[src/pidcfg_pkg.sv]
package pidcfg_pkg;

    // Register offsets on the configuration load path
    localparam logic [7:0] PIDCFG_OFS_VID_LOW = 8'h01;
    localparam logic [7:0] PIDCFG_OFS_VID_HIGH = 8'h02;
    localparam logic [7:0] PIDCFG_OFS_PID_LOW = 8'h03;
    localparam logic [7:0] PIDCFG_OFS_PID_HIGH = 8'h04;

    // Field layout
    localparam int PIDCFG_BYTE_W = 8;
    localparam int PIDCFG_ID_W = 16;

    // High-speed descriptor alteration of the low byte
    localparam logic [7:0] PIDCFG_HS_XOR_MASK = 8'h02;

    // Shadow and read data values after reset
    localparam logic [7:0] PIDCFG_SHADOW_RST = 8'h00;
    localparam logic [7:0] PIDCFG_RDATA_RST = 8'h00;

    // Which source supplied the identifier in use
    typedef enum logic [1:0] {
        PIDCFG_SRC_DEFAULT,
        PIDCFG_SRC_OTP,
        PIDCFG_SRC_LOAD
    } pidcfg_src_type;

    // One byte write from the EEPROM load or the SMBus host
    typedef struct packed {
        logic valid;
        logic [7:0] addr;
        logic [7:0] data;
    } pidcfg_wr_type;

    // Identifier pair as held in one-time-programmable memory
    typedef struct packed {
        logic [15:0] vid;
        logic [15:0] pid;
    } pidcfg_otp_type;

endpackage

[src/pidcfg_regs.sv]
// Summary of operation
// High product identifier byte is an 8-bit register replaceable by a configuration source.
// Use the loaded product byte when the loaded product or vendor field is non-zero.
// If loaded product and vendor are all zero, use the OTP product value when OTP product or vendor is non-zero.
// If OTP also holds zero, fall back to the hard-wired default byte.
// SuperSpeed reports register unchanged; USB 2.0 low byte is XORed with bit 1.
module pidcfg_regs #(
    parameter logic [7:0] PID_LOW_DEFAULT = 8'hA5,  // Arbitrary value
    parameter logic [7:0] PID_HIGH_DEFAULT = 8'h5A  // Arbitrary value
) (
    // Clock and reset
    input wire logic I_CLK_SYS,
    input wire logic I_RESET_N,
    // Configuration load path
    input wire pidcfg_pkg::pidcfg_wr_type I_CFG_WR,
    input wire logic I_CFG_LOAD_DONE,
    input wire pidcfg_pkg::pidcfg_otp_type I_OTP_IDENT,
    // Register read port
    input wire logic [7:0] I_CFG_RD_ADDR,
    output logic [7:0] O_CFG_RDATA,
    // Identifier in use
    output logic [15:0] O_PID_SUPERSPEED,
    output logic [15:0] O_PID_USB2,
    output pidcfg_pkg::pidcfg_src_type O_PID_SOURCE
);
    import pidcfg_pkg::*;

    logic [7:0] product_ident_low_q;
    logic [7:0] product_ident_low_d;
    logic [7:0] product_ident_high_q;
    logic [7:0] product_ident_high_d;
    logic [7:0] ld_vid_low_q;
    logic [7:0] ld_vid_high_q;
    logic [7:0] ld_pid_low_q;
    logic [7:0] ld_pid_high_q;
    logic [7:0] rdata_q;
    logic [7:0] rdata_d;
    pidcfg_src_type src_q;
    pidcfg_src_type src_d;

    // Write decode
    wire wr_vid_low = I_CFG_WR.valid && (I_CFG_WR.addr == PIDCFG_OFS_VID_LOW);
    wire wr_vid_high = I_CFG_WR.valid && (I_CFG_WR.addr == PIDCFG_OFS_VID_HIGH);
    wire wr_pid_low = I_CFG_WR.valid && (I_CFG_WR.addr == PIDCFG_OFS_PID_LOW);
    wire wr_pid_high = I_CFG_WR.valid && (I_CFG_WR.addr == PIDCFG_OFS_PID_HIGH);

    // Source qualification
    wire [PIDCFG_ID_W-1:0] ld_pid = {ld_pid_high_q, ld_pid_low_q};
    wire [PIDCFG_ID_W-1:0] ld_vid = {ld_vid_high_q, ld_vid_low_q};
    wire load_nonzero = (ld_pid != 16'h0000) || (ld_vid != 16'h0000);
    wire otp_nonzero = (I_OTP_IDENT.pid != 16'h0000) || (I_OTP_IDENT.vid != 16'h0000);

    // Resolve priority at the end of a load
    always_comb begin
        product_ident_low_d = product_ident_low_q;
        product_ident_high_d = product_ident_high_q;
        src_d = src_q;
        if (I_CFG_LOAD_DONE) begin
            if (load_nonzero) begin
                product_ident_low_d = ld_pid_low_q;
                product_ident_high_d = ld_pid_high_q;
                src_d = PIDCFG_SRC_LOAD;
            end else if (otp_nonzero) begin
                product_ident_low_d = I_OTP_IDENT.pid[7:0];
                product_ident_high_d = I_OTP_IDENT.pid[15:8];
                src_d = PIDCFG_SRC_OTP;
            end else begin
                product_ident_low_d = PID_LOW_DEFAULT;
                product_ident_high_d = PID_HIGH_DEFAULT;
                src_d = PIDCFG_SRC_DEFAULT;
            end
        end
    end

    // Read decode
    always_comb begin
        unique case (I_CFG_RD_ADDR)
            PIDCFG_OFS_PID_LOW: rdata_d = product_ident_low_q;
            PIDCFG_OFS_PID_HIGH: rdata_d = product_ident_high_q;
            default: rdata_d = PIDCFG_RDATA_RST;
        endcase
    end

    // Loaded shadow bytes
    always_ff @(posedge I_CLK_SYS or negedge I_RESET_N) begin
        if (!I_RESET_N) begin
            ld_vid_low_q <= PIDCFG_SHADOW_RST;
            ld_vid_high_q <= PIDCFG_SHADOW_RST;
            ld_pid_low_q <= PIDCFG_SHADOW_RST;
            ld_pid_high_q <= PIDCFG_SHADOW_RST;
        end else begin
            if (wr_vid_low) ld_vid_low_q <= I_CFG_WR.data;
            if (wr_vid_high) ld_vid_high_q <= I_CFG_WR.data;
            if (wr_pid_low) ld_pid_low_q <= I_CFG_WR.data;
            if (wr_pid_high) ld_pid_high_q <= I_CFG_WR.data;
        end
    end

    // Identifier registers
    always_ff @(posedge I_CLK_SYS or negedge I_RESET_N) begin
        if (!I_RESET_N) begin
            product_ident_low_q <= PID_LOW_DEFAULT;
            product_ident_high_q <= PID_HIGH_DEFAULT;
            src_q <= PIDCFG_SRC_DEFAULT;
        end else begin
            product_ident_low_q <= product_ident_low_d;
            product_ident_high_q <= product_ident_high_d;
            src_q <= src_d;
        end
    end

    // Descriptor outputs and read data
    always_ff @(posedge I_CLK_SYS or negedge I_RESET_N) begin
        if (!I_RESET_N) begin
            O_PID_SUPERSPEED <= {PID_HIGH_DEFAULT, PID_LOW_DEFAULT};
            O_PID_USB2 <= {PID_HIGH_DEFAULT, PID_LOW_DEFAULT ^ PIDCFG_HS_XOR_MASK};
            rdata_q <= PIDCFG_RDATA_RST;
        end else begin
            O_PID_SUPERSPEED <= {product_ident_high_d, product_ident_low_d};
            O_PID_USB2 <= {product_ident_high_d, product_ident_low_d ^ PIDCFG_HS_XOR_MASK};
            rdata_q <= rdata_d;
        end
    end

    assign O_CFG_RDATA = rdata_q;
    assign O_PID_SOURCE = src_q;
endmodule // pidcfg_regs

[config.mk]
export PLATFORM = sky130hd
export DESIGN_NAME = pidcfg_regs
export DESIGN_NICKNAME = d
export VERILOG_FILES = /design/src/pidcfg_pkg.sv /design/src/pidcfg_regs.sv
export SDC_FILE = /design/constraint.sdc
export NUM_CORES = 1
export LEC_CHECK = 0
export BUFFER_PORTS_ARGS = -buffer_cell sky130_fd_sc_hd__buf_4
export CORE_MARGIN = 3
export CORE_UTILIZATION = 30
export CTS_BUF_LIST = sky130_fd_sc_hd__clkbuf_16
export DETAILED_ROUTE_END_ITERATION = 10
export GPL_ROUTABILITY_DRIVEN = 0
export SYNTH_ARGS = -nofsm -noshare
export SYNTH_HDL_FRONTEND = slang
export SYNTH_SLANG_ARGS = --single-unit
[constraint.sdc]
create_clock -name I_CLK_SYS -period 1.98 [get_ports I_CLK_SYS]
set_clock_uncertainty 0.2 [all_clocks]
set_input_delay 0.198 -clock I_CLK_SYS [delete_from_list [all_inputs] [get_ports I_CLK_SYS]]
set_output_delay 0.198 -clock I_CLK_SYS [all_outputs]
set_load 0.05 [all_outputs]
==> results.sh, run 1 <==
export IMPL_rsz0062_at_grt="true"
export IMPL_grt_pass1_wl_um=11770
export IMPL_dieArea_mm2=0.01009
export IMPL_synth_cells=193
export IMPL_hold_depth=3
export IMPL_cp_arrival_ns=2.06
export IMPL_worstReg2RegEnd="O_PID_USB2[2]$_DFFE_PN1P_"
export IMPL_track_usage_pct=15.26
export IMPL_syn_area_per_cell_um2=13.86
export IMPL_fin_ws_ns=-0.03373
export IMPL_cp_required_ns=2.03
export IMPL_via_per_inst=4.774
export IMPL_startpoint_type="flip-flop"
export IMPL_tightest_slew_ns=0.4175
export IMPL_hold_viol=0
export IMPL_grt_pass1_vias=2294
export IMPL_internal_power_mw=2.811
export IMPL_layout_nets=397
export IMPL_routedWlPerCell_um=16.19
export IMPL_start_util_pct=31.76
export IMPL_cts_tree="built"
export IMPL_drcViolationCount=0
export IMPL_yosys_warnings=0
export IMPL_r2r_setup_slack_ns=-0.03
export IMPL_async_flop_share_pct=100.0
export IMPL_clockRootBuffer="clkbuf_16"
export IMPL_worst_path_max_fanout=4
export IMPL_pwr_share_seq_pct=34.5
export IMPL_reg2regPathDepth=5
export IMPL_max_slew_margin_rel_pct=72.17
export IMPL_cp_slowest_stage_delay_ns=0.38
export IMPL_stdcell_area_mm2=0.004182
export IMPL_status="complete, but fails checks"
export IMPL_grt_ovfl_total=0
export IMPL_crit_path_cell_trace="nor4_2, nand4_1, buf_4, a2111o_1, o221a_2"
export IMPL_slowest_stage="dfrtp_1"
export IMPL_critPathLaunch="ld_vid_low_q[6]$_DFFE_PN0P_"
export IMPL_dpl_cell_area_mm2=0.003622
export IMPL_p_leak_nw=2.079
export IMPL_grt_max_degree=32
export IMPL_comb_power_share_pct=36.5
export IMPL_die_h_um=100.4
export IMPL_core_mm2=0.008423
export IMPL_port_buffers=101
export IMPL_detail_route_antenna_nets=0
export IMPL_hold_ws_ns=0.1354
export IMPL_fin_crit_sh_pct=101.7
export IMPL_ir_drop_v=0.0003487
export IMPL_boundaryPins=102
export IMPL_setup_viol=5
export IMPL_cts_clk_slew_worst_paths_ns=0.05
export IMPL_violations="setup timing"
export IMPL_ys_flop_type="dfrtp_1"
export IMPL_drv_cap=0
export IMPL_drt_first_pass_iters=4
export IMPL_maxSlewViolCount=0
export IMPL_ys_seq_area_share_pct=55.61
export IMPL_die_x_um=100.4
export IMPL_antenna_found_initial=0
export IMPL_cp_end_kind="flip-flop"
export IMPL_clock_latency_ns=0.32
export IMPL_drive_above_1_share_pct=59.94
export IMPL_synth_area_mm2=0.002675
export IMPL_synth_cell_types=31
export IMPL_ys_ff_latch=59
export IMPL_period_needed_ns=2.014
export IMPL_vias=2134
export IMPL_clkPwrFrac_pct=28.9
export IMPL_max_freq_ghz=0.4966
export IMPL_n_antenna_cell=0
export IMPL_clkSinkCount=59
export IMPL_final_util_pct=49.64
export IMPL_htreeDepth=3
export IMPL_p_per_area_mw_per_mm2=1063
export IMPL_path_class="reg -> reg"
export IMPL_syn2layout_area_growth_pct=56.31
export IMPL_cts_made_buffers=9
export IMPL_p_switching_mw=1.633
export IMPL_syn_num_nets=253
export IMPL_fp_row_count=33
export IMPL_switching_share_pct=36.75
export IMPL_synth_enable_flop_cells=0
export IMPL_endpoint="O_PID_USB2[2]$_DFFE_PN1P_"
export IMPL_place_hpwl_um=5488
export IMPL_wl_um=7235
export IMPL_crit_reg2reg_launch="ld_vid_low_q[6]$_DFFE_PN0P_"
export IMPL_nFillCells=764
export IMPL_drt_iter0_markers=54
export IMPL_cts_buffer_depth=2
export IMPL_min_path_type="in -> reg"
worst min path at each step:
| stage | end | slack, ns | startpoint |
|---|---|---|---|
| 2_1_floorplan | O_CFG_RDATA[0]$_DFF_PN0_ | -0.30 | I_RESET_N |
| 3_3_place_gp | async pin | -0.04 | I_RESET_N |
| 3_5_place_dp | async pin | -0.04 | I_RESET_N |
| 4_1_cts | O_PID_USB2[7]$_DFFE_PN1P_ | -0.01 | I_OTP_IDENT[7] |
| 5_1_grt | O_PID_USB2[8]$_DFFE_PN0P_ | 0.17 | I_CFG_LOAD_DONE |
| 6_report | O_PID_USB2[8]$_DFFE_PN0P_ | 0.14 | I_CFG_LOAD_DONE |
power by group through the flow:
stage          Clock [mW]  Sequential [mW]  Combinational [mW]
4_1_cts              1.32             1.54                1.62
2_1_floorplan           0             1.92               0.715
3_3_place_gp            0             1.54                1.55
6_report             1.29             1.53                1.62
3_5_place_dp            0             1.55                1.56
5_1_grt              1.37             1.56                1.70
Yosys cell counts (2+ instances only):
cell type | count | area [um2]
a221o_1 | 8 | 80.08
dfrtp_1 | 50 | 1251
o221a_2 | 8 | 90.09
nand2_1 | 2 | 7.510
nor2b_1 | 7 | 43.79
clkbuf_1 | 5 | 18.77
and4_1 | 2 | 17.52
nand4_1 | 2 | 12.51
a22o_1 | 8 | 70.07
mux2_4 | 8 | 120.1
or2_2 | 8 | 50.05
nor4_1 | 16 | 100.1
inv_1 | 2 | 7.510
dfstp_2 | 9 | 236.5
nor4b_4 | 2 | 47.55
buf_4 | 15 | 112.6
mux2_2 | 24 | 270.3
nor3_1 | 2 | 10.01
nor2_1 | 3 | 11.26
per-stage QoR:
stage	worst slack (ns)	setup TNS [ns]	total power [mW]	instances
floorplan	0.03173	0	2.634	193
global placement	-0.07813	-1.228	3.096	403
detailed placement	-0.09037	-1.459	3.109	403
CTS	-0.002497	-0.002497	4.478	445
global route	-0.09528	-0.5888	4.627	447
finish	-0.03373	-0.1141	4.445	447
worst max-delay path, delay by kind of cell (launching register included):
kind,cells,cell delay [ns]
AO/OA/AOI/OAI,2,0.62
flip-flops,1,0.38
AND/OR/NAND/NOR,2,0.54
buffers and inverters,1,0.20
flip-flops by register name, summed over array words and instances, names as in the netlist, named ones only:
register and flops:
O_PID_SUPERSPEED 1, ld_vid_high_q 8, ld_vid_low_q 8, ld_pid_low_q 8, O_PID_SOURCE 2, ld_pid_high_q 8
O_PID_USB2 15, O_CFG_RDATA 8
per-layer routing:
metal,GRT usage [%],up-vias,wire (um)
li1,-,1031,-
met1,19.75,1002,3079
met2,24.62,90,3454
met3,3.961,11,581
met4,5.596,0,119
met5,0,-,0
cell usage in the layout (no fill, tap or decap), drive strengths merged:
cell and n:
a2111o 2, a221o 8, a221oi 1, a22o 8, and2 1, and4 2
buf 128, clkbuf 9, clkinv 1, dfrtp 50, dfstp 9, dlygate4sd3 25
inv 8, mux2 32, nand2 2, nand3b 1, nand4 2, nand4bb 1
nor2 3, nor2b 7, nor3 3, nor4 17, nor4b 3, o21ai 2
o221a 8, or2 8, or4b 1
timing repair:
action	4_1_cts	5_1_grt
pin swaps	4	4
gates resized for setup	5	0
gates cloned	1	0
setup buffers	1	1
setup endpoints to repair	8	16
hold endpoints to repair	102	1
hold buffers	24	1
cell type report:
| type | instances | area, um2 | share of cell area (%) |
|---|---|---|---|
| Timing Repair Buffer | 153 | 1224 | 29.26 |
| Multi-Input combinational cell | 112 | 1080 | 25.82 |
| Clock inverter | 7 | 26.28 | 0.6284 |
| Inverter | 2 | 7.507 | 0.1795 |
| Sequential cell | 59 | 1488 | 35.58 |
| Tap cell | 105 | 131.4 | 3.142 |
| Clock buffer | 9 | 225.2 | 5.386 |
cell families after synthesis:
kind of cell,Yosys count,synth area share [%]
multiplexers,32,14.59
AND/OR/NAND/NOR,51,14.08
flip-flops,59,55.61
AO/OA/AOI/OAI,28,10.10
buffers and inverters,23,5.613
Note: power is estimated with default switching activity, not from simulation.
==> run 2, diff against run 1 <==
--- a/config.mk
+++ b/config.mk
@@ -7,10 +7,11 @@
 export LEC_CHECK = 0
 export BUFFER_PORTS_ARGS = -buffer_cell sky130_fd_sc_hd__buf_4
 export CORE_MARGIN = 3
-export CORE_UTILIZATION = 30
+export CORE_UTILIZATION = 44
 export CTS_BUF_LIST = sky130_fd_sc_hd__clkbuf_16
 export DETAILED_ROUTE_END_ITERATION = 10
 export GPL_ROUTABILITY_DRIVEN = 0
+export PLACE_DENSITY = 0.76
 export SYNTH_ARGS = -nofsm -noshare
 export SYNTH_HDL_FRONTEND = slang
 export SYNTH_SLANG_ARGS = --single-unit
==> run 2 against run 1 <==
- the run now ends clean
- via count grew 2.4%
- worst hold slack gained 0.031 ns
- die area shrank 30%
- core utilization grew 23 points
- register-to-register slack gained 0.04 ns
- power grew 10%
- wire length shrank 1.5%
- sequential power is essentially flat
- highest routed layer unchanged
==> results.sh, run 2 (synthesis gave the netlist of run 1 again) <==
export IMPL_vias=2186
export IMPL_wl_met2_um=3642
export IMPL_detail_route_antenna_nets=0
export IMPL_m1WireLength_um=2901
export IMPL_nFillCells=386
export IMPL_clock_latency_ns=0.32
export IMPL_p_per_area_mw_per_mm2=1181
export IMPL_period_needed_ns=1.975
export IMPL_drt_iter0_markers=95
export IMPL_cp_arrival_ns=2.03
export IMPL_ir_drop_v=0.0008634
export IMPL_cp_end_kind="flip-flop"
export IMPL_total_power_mw=4.890
export IMPL_dp_cells=362
export IMPL_dieArea_mm2=0.007051
export IMPL_min_path_type="in -> reg"
export IMPL_largest_register_ffs=15
export IMPL_path_class="reg -> reg"
export IMPL_status="complete, no violations"
export IMPL_antenna_found_initial=0
export IMPL_fin_cells=404
export IMPL_die_h_um=83.97
export IMPL_final_cell_mix="buf_4, dfrtp_1, dlygate4sd3_1, mux2_2, nor4_1"
export IMPL_htreeDepth=3
export IMPL_max_freq_ghz=0.5064
export IMPL_top_layer_used="met4"
export IMPL_via_per_inst=5.411
export IMPL_grt_pass1_vias=2332
export IMPL_syn2layout_area_growth_pct=54.72
export IMPL_setup_viol=0
export IMPL_cts_buffer_depth=2
export IMPL_drv_cap=0
export IMPL_worst_path_max_fanout=5
export IMPL_layout_nets=387
export IMPL_start_util_pct=46.86
export IMPL_clkSinkCount=59
export IMPL_rsz0062_at_grt="true"
export IMPL_n_antenna_cell=0
export IMPL_final_common_cell="buf_4"
export IMPL_drcViolationCount=0
export IMPL_fin_crit_sh_pct=99.73
export IMPL_grt_pass1_wl_um=11760
export IMPL_wl_um=7123
export IMPL_max_slew_margin_rel_pct=52.37
export IMPL_core_mm2=0.005709
export IMPL_die_x_um=83.97
export IMPL_cts_clk_slew_worst_paths_ns=0.05
export IMPL_wl_met3_um=461
export IMPL_fin_ws_ns=0.005252
export IMPL_p_leak_nw=2.045
export IMPL_boundaryPins=102
export IMPL_startpoint_type="flip-flop"
export IMPL_port_buffers=101
export IMPL_tightest_slew_ns=0.7144
export IMPL_fp_row_count=27
export IMPL_cts_tree="built"
export IMPL_grt_max_degree=60
export IMPL_clockRootBuffer="clkbuf_16"
export IMPL_place_hpwl_um=5031
export IMPL_maxSlewViolCount=0
export IMPL_routedWlPerCell_um=17.63
export IMPL_grt_ovfl_total=0
export IMPL_drive_above_1_share_pct=59.34
export IMPL_drt_first_pass_iters=4
export IMPL_post_cts_setup_buffers=0
export IMPL_track_usage_pct=21.49
export IMPL_cp_required_ns=2.03
export IMPL_place_ws_ns=-0.07009
export IMPL_top_register="O_PID_USB2"
export IMPL_hold_viol=0
export IMPL_cts_made_buffers=9
==> run 2: cell types whose count changed in the layout (fill, tap and decap cells not counted), moves of 2 or more <==
| cell | delta |
|---|---|
| nor4_1 | +2 |
| nor4_2 | -3 |
| clkinv_1 | +2 |
| inv_1 | -6 |
| buf_4 | -10 |
| bufinv_16 | +3 |
==> run 2: final timing paths <==
check | from | endpoint | slack [ns] | depth (start not counted)
worst max-delay path | ld_pid_low_q[3]$_DFFE_PN0P_ | O_PID_USB2[7]$_DFFE_PN1P_ | 0.005 | 4
worst min-delay path | I_CFG_LOAD_DONE | O_PID_USB2[8]$_DFFE_PN0P_ | 0.17 | 3
worst max register to register | ld_pid_low_q[3]$_DFFE_PN0P_ | O_PID_USB2[7]$_DFFE_PN1P_ | 0.005 | 4
worst min register to register | ld_vid_high_q[1]$_DFFE_PN0P_ | ld_vid_high_q[1]$_DFFE_PN0P_ | 0.30 | 1
max in group asynchronous | I_RESET_N | ld_vid_high_q[5]$_DFFE_PN0P_ | 0.83 | 2
min in group asynchronous | I_RESET_N | O_CFG_RDATA[0]$_DFF_PN0_ | 0.28 | 2
==> run 2: metrics by stage <==
stage | setup TNS [ns] | util (%) | hold WS, ns | cell area, um2
2_1_floorplan | 0 | - | -0.2976 | 2675
3_3_place_gp | -0.3344 | 61.45 | 0.09065 | 3508
3_5_place_dp | -0.9431 | 61.45 | 0.09684 | 3508
4_1_cts | 0 | 72.17 | 0.1190 | 4120
5_1_grt | -0.3789 | 72.50 | 0.1752 | 4139
6_report | 0 | 72.50 | 0.1661 | 4139
==> run 2: area by class of cell <==
type / count / area, um2 / share of cell area (%)
clock buffers: 9 / 225.2 / 5.441
well taps: 72 / 90.09 / 2.177
multi-input cells: 112 / 1082 / 26.15
repair buffers: 143 / 1140 / 27.54
inverters: 2 / 7.507 / 0.1814
flip-flops and latches: 59 / 1488 / 35.94
clock inverters: 7 / 106.4 / 2.570
==> run 2: timing repair <==
item                                    CTS  global route
gates resized for setup                   3             3
cloned                                    1             0
pin swaps                                 2             4
endpoints found under the hold margin    99             0
hold buffers                             25             0
endpoints found under the setup margin    8            18
==> run 2: power breakdown <==
part | switching, mW | internal [mW] | total (mW)
sequential | 0.147 | 1.40 | 1.54
combinational | 1.02 | 0.592 | 1.61
clock | 0.522 | 1.21 | 1.73
==> run 2: critical path: stages, from the launching register on <==
cell and delay, ns:
dfrtp_1 0.40, nor4_1 0.33, nand4_1 0.19, a2111o_1 0.47, o221a_2 0.32
==> run 2: metal layers <==
layer  vias to the layer above  global-route usage, %
met5                         -                      0
met4                         0                  9.064
met3                        11                  6.120
met2                        93                  36.30
met1                      1072                  25.59
li1                       1010                      -
==> run 3, diff against run 2 <==
--- a/config.mk
+++ b/config.mk
@@ -7,11 +7,11 @@
 export LEC_CHECK = 0
 export BUFFER_PORTS_ARGS = -buffer_cell sky130_fd_sc_hd__buf_4
 export CORE_MARGIN = 3
-export CORE_UTILIZATION = 44
-export CTS_BUF_LIST = sky130_fd_sc_hd__clkbuf_16
+export CORE_UTILIZATION = 46
+export CTS_BUF_LIST = sky130_fd_sc_hd__clkbuf_8
 export DETAILED_ROUTE_END_ITERATION = 10
 export GPL_ROUTABILITY_DRIVEN = 0
-export PLACE_DENSITY = 0.76
+export PLACE_DENSITY = 0.79
 export SYNTH_ARGS = -nofsm -noshare
 export SYNTH_HDL_FRONTEND = slang
 export SYNTH_SLANG_ARGS = --single-unit
==> run 3 against run 2 <==
- the flow now finishes with violations (hold timing, setup timing)
- register-to-register slack barely moved
- cell area fell by 2.2%
- flip-flop and latch count did not move
- maximum frequency fell by 0.75%
- clock-buffer cell count rose by 3
- combinational power barely moved
- critical endpoint is now O_PID_USB2[12]$_DFFE_PN1P_
- largest power group is now combinational logic
- highest routed layer unchanged
==> results.sh, run 3 (synthesis gave the netlist of run 1 again) <==
export IMPL_p_per_area_mw_per_mm2=1027
export IMPL_core_mm2=0.005574
export IMPL_max_slew_margin_rel_pct=50.90
export IMPL_antenna_found_initial=0
export IMPL_drt_first_pass_iters=5
export IMPL_drv_cap=0
export IMPL_die_x_um=82.26
export IMPL_layout_nets=391
export IMPL_die_h_um=82.26
export IMPL_nFillCells=380
export IMPL_final_common_cell="buf_4"
export IMPL_detail_route_antenna_nets=0
export IMPL_track_usage_pct=22.77
export IMPL_port_buffers=101
export IMPL_cp_arrival_ns=2.05
export IMPL_via_per_inst=5.529
export IMPL_setup_viol=5
export IMPL_worst_path_max_fanout=5
export IMPL_cts_tree="built"
export IMPL_final_cell_mix="buf_4, dfrtp_1, mux2_2, dlygate4sd3_1, clkbuf_8"
export IMPL_dieArea_mm2=0.006767
export IMPL_htreeDepth=3
export IMPL_fin_ws_ns=-0.009653
export IMPL_largest_register_ffs=15
export IMPL_cts_hold_buf=24
export IMPL_wl_um=7132
export IMPL_maxSlewViolCount=0
export IMPL_grt_ovfl_total=0
export IMPL_status="complete, but fails checks"
export IMPL_rsz0062_at_grt="true"
export IMPL_drt_iter0_markers=115
export IMPL_clockRootBuffer="clkbuf_8"
export IMPL_endpoint="O_PID_USB2[12]$_DFFE_PN1P_"
export IMPL_hold_ws_ns=-0.02441
export IMPL_place_hpwl_um=5285
export IMPL_startpoint_type="flip-flop"
export IMPL_violations="hold timing, setup timing"
export IMPL_syn2layout_area_growth_pct=51.26
export IMPL_fin_crit_sh_pct=100.5
export IMPL_routedWlPerCell_um=17.48
export IMPL_reg2regPathDepth=4
export IMPL_clkSinkCount=59
export IMPL_period_needed_ns=1.990
export IMPL_fp_row_count=27
export IMPL_cts_clk_slew_worst_paths_ns=0.07
export IMPL_p_leak_nw=2.016
export IMPL_top_register="O_PID_USB2"
export IMPL_worstReg2RegEnd="O_PID_USB2[12]$_DFFE_PN1P_"
export IMPL_critPathLaunch="ld_vid_high_q[1]$_DFFE_PN0P_"
export IMPL_clock_latency_ns=0.33
export IMPL_drive_above_1_share_pct=61.61
export IMPL_max_freq_ghz=0.5026
export IMPL_ir_drop_v=0.0007687
export IMPL_path_class="reg -> reg"
export IMPL_cts_made_buffers=9
export IMPL_min_path_type="in -> reg"
export IMPL_cp_required_ns=2.04
export IMPL_cts_buffer_depth=2
export IMPL_grt_pass1_wl_um=11210
export IMPL_crit_reg2reg_launch="ld_vid_high_q[1]$_DFFE_PN0P_"
export IMPL_vias=2256
export IMPL_cp_end_kind="flip-flop"
export IMPL_tightest_slew_ns=0.7365
export IMPL_grt_pass1_vias=2307
export IMPL_boundaryPins=102
export IMPL_post_cts_setup_buffers=0
export IMPL_grt_max_degree=60
export IMPL_total_power_mw=4.156
export IMPL_drcViolationCount=0
export IMPL_hold_viol=1
export IMPL_r2r_setup_slack_ns=-0.01
export IMPL_n_antenna_cell=0
export IMPL_start_util_pct=47.99
export IMPL_hold_start="I_OTP_IDENT[12]"
-- run 3: changes by cell type in the layout (fill, tap and decap cells not counted), sizes merged --
| cell | previous run | this run |
|---|---|---|
| clkbuf | 9 | 12 |
| inv | 2 | 4 |
| buf | 118 | 123 |
| dlygate4sd3 | 25 | 24 |
| clkinv | 4 | 2 |
| bufinv | 3 | 0 |
-- run 3: critical path, cell delays in order, from the launching register on --
cell and delay, ns:
dfrtp_1 0.39, nor4_2 0.32, nand4_1 0.22, a2111o_1 0.48
o221a_2 0.31
-- run 3: how the worst min path moves through the flow --
| stage | slack [ns] | cells past startpoint | end |
|---|---|---|---|
| 2_1_floorplan | -0.30 | 0 | O_CFG_RDATA[0]$_DFF_PN0_ |
| 3_3_place_gp | 0.1 | 1 | O_CFG_RDATA[2]$_DFF_PN0_ |
| 3_5_place_dp | 0.1 | 1 | O_CFG_RDATA[1]$_DFF_PN0_ |
| 4_1_cts | -0.03 | 2 | O_PID_USB2[12]$_DFFE_PN1P_ |
| 5_1_grt | -0.04 | 2 | O_PID_USB2[12]$_DFFE_PN1P_ |
| 6_report | -0.02 | 2 | O_PID_USB2[12]$_DFFE_PN1P_ |
-- run 3: what timing repair did --
item                                    in CTS  in global routing
cloned                                       2                  0
hold endpoints to repair                    99                  1
pin swaps                                    4                  5
resized for setup                            6                  6
endpoints found under the setup margin      17                 18
-- run 3: metal layers --
metal	global-route usage, %	vias up	wire [um]
met5	0	-	0
met4	10.13	0	184
met2	40.87	112	3608
li1	-	1009	-
met1	25.78	1114	2720
met3	4.881	21	619
-- run 3: report_power, final --
part | switching, mW | total (mW) | internal (mW)
combinational | 1.03 | 1.63 | 0.599
clock | 0.441 | 0.984 | 0.543
sequential | 0.147 | 1.54 | 1.40
-- run 3: final cells by class --
| class | instances | area, um2 | share of cell area, % |
|---|---|---|---|
| Sequential cell | 59 | 1488 | 36.77 |
| Timing Repair Buffer | 147 | 1171 | 28.94 |
| Multi-Input combinational cell | 112 | 1107 | 27.37 |
| Clock buffer | 12 | 165.2 | 4.082 |
| Tap cell | 72 | 90.09 | 2.226 |
| Clock inverter | 4 | 17.52 | 0.4329 |
| Inverter | 2 | 7.507 | 0.1855 |
-- run 3: through the flow --
stage          area [um2]  setup TNS (ns)  cells  util, %  setup WS (ns)
6_report             4046        -0.02014    408    72.59      -0.009653
5_1_grt              4046          -1.744    408    72.59        -0.1301
4_1_cts              4006       -0.005030    408    71.87      -0.005030
3_5_place_dp         3538          -1.703    366    63.48        -0.1268
3_3_place_gp         3538          -1.345    366    63.48        -0.1075
2_1_floorplan        2675               0    193        -        0.03173
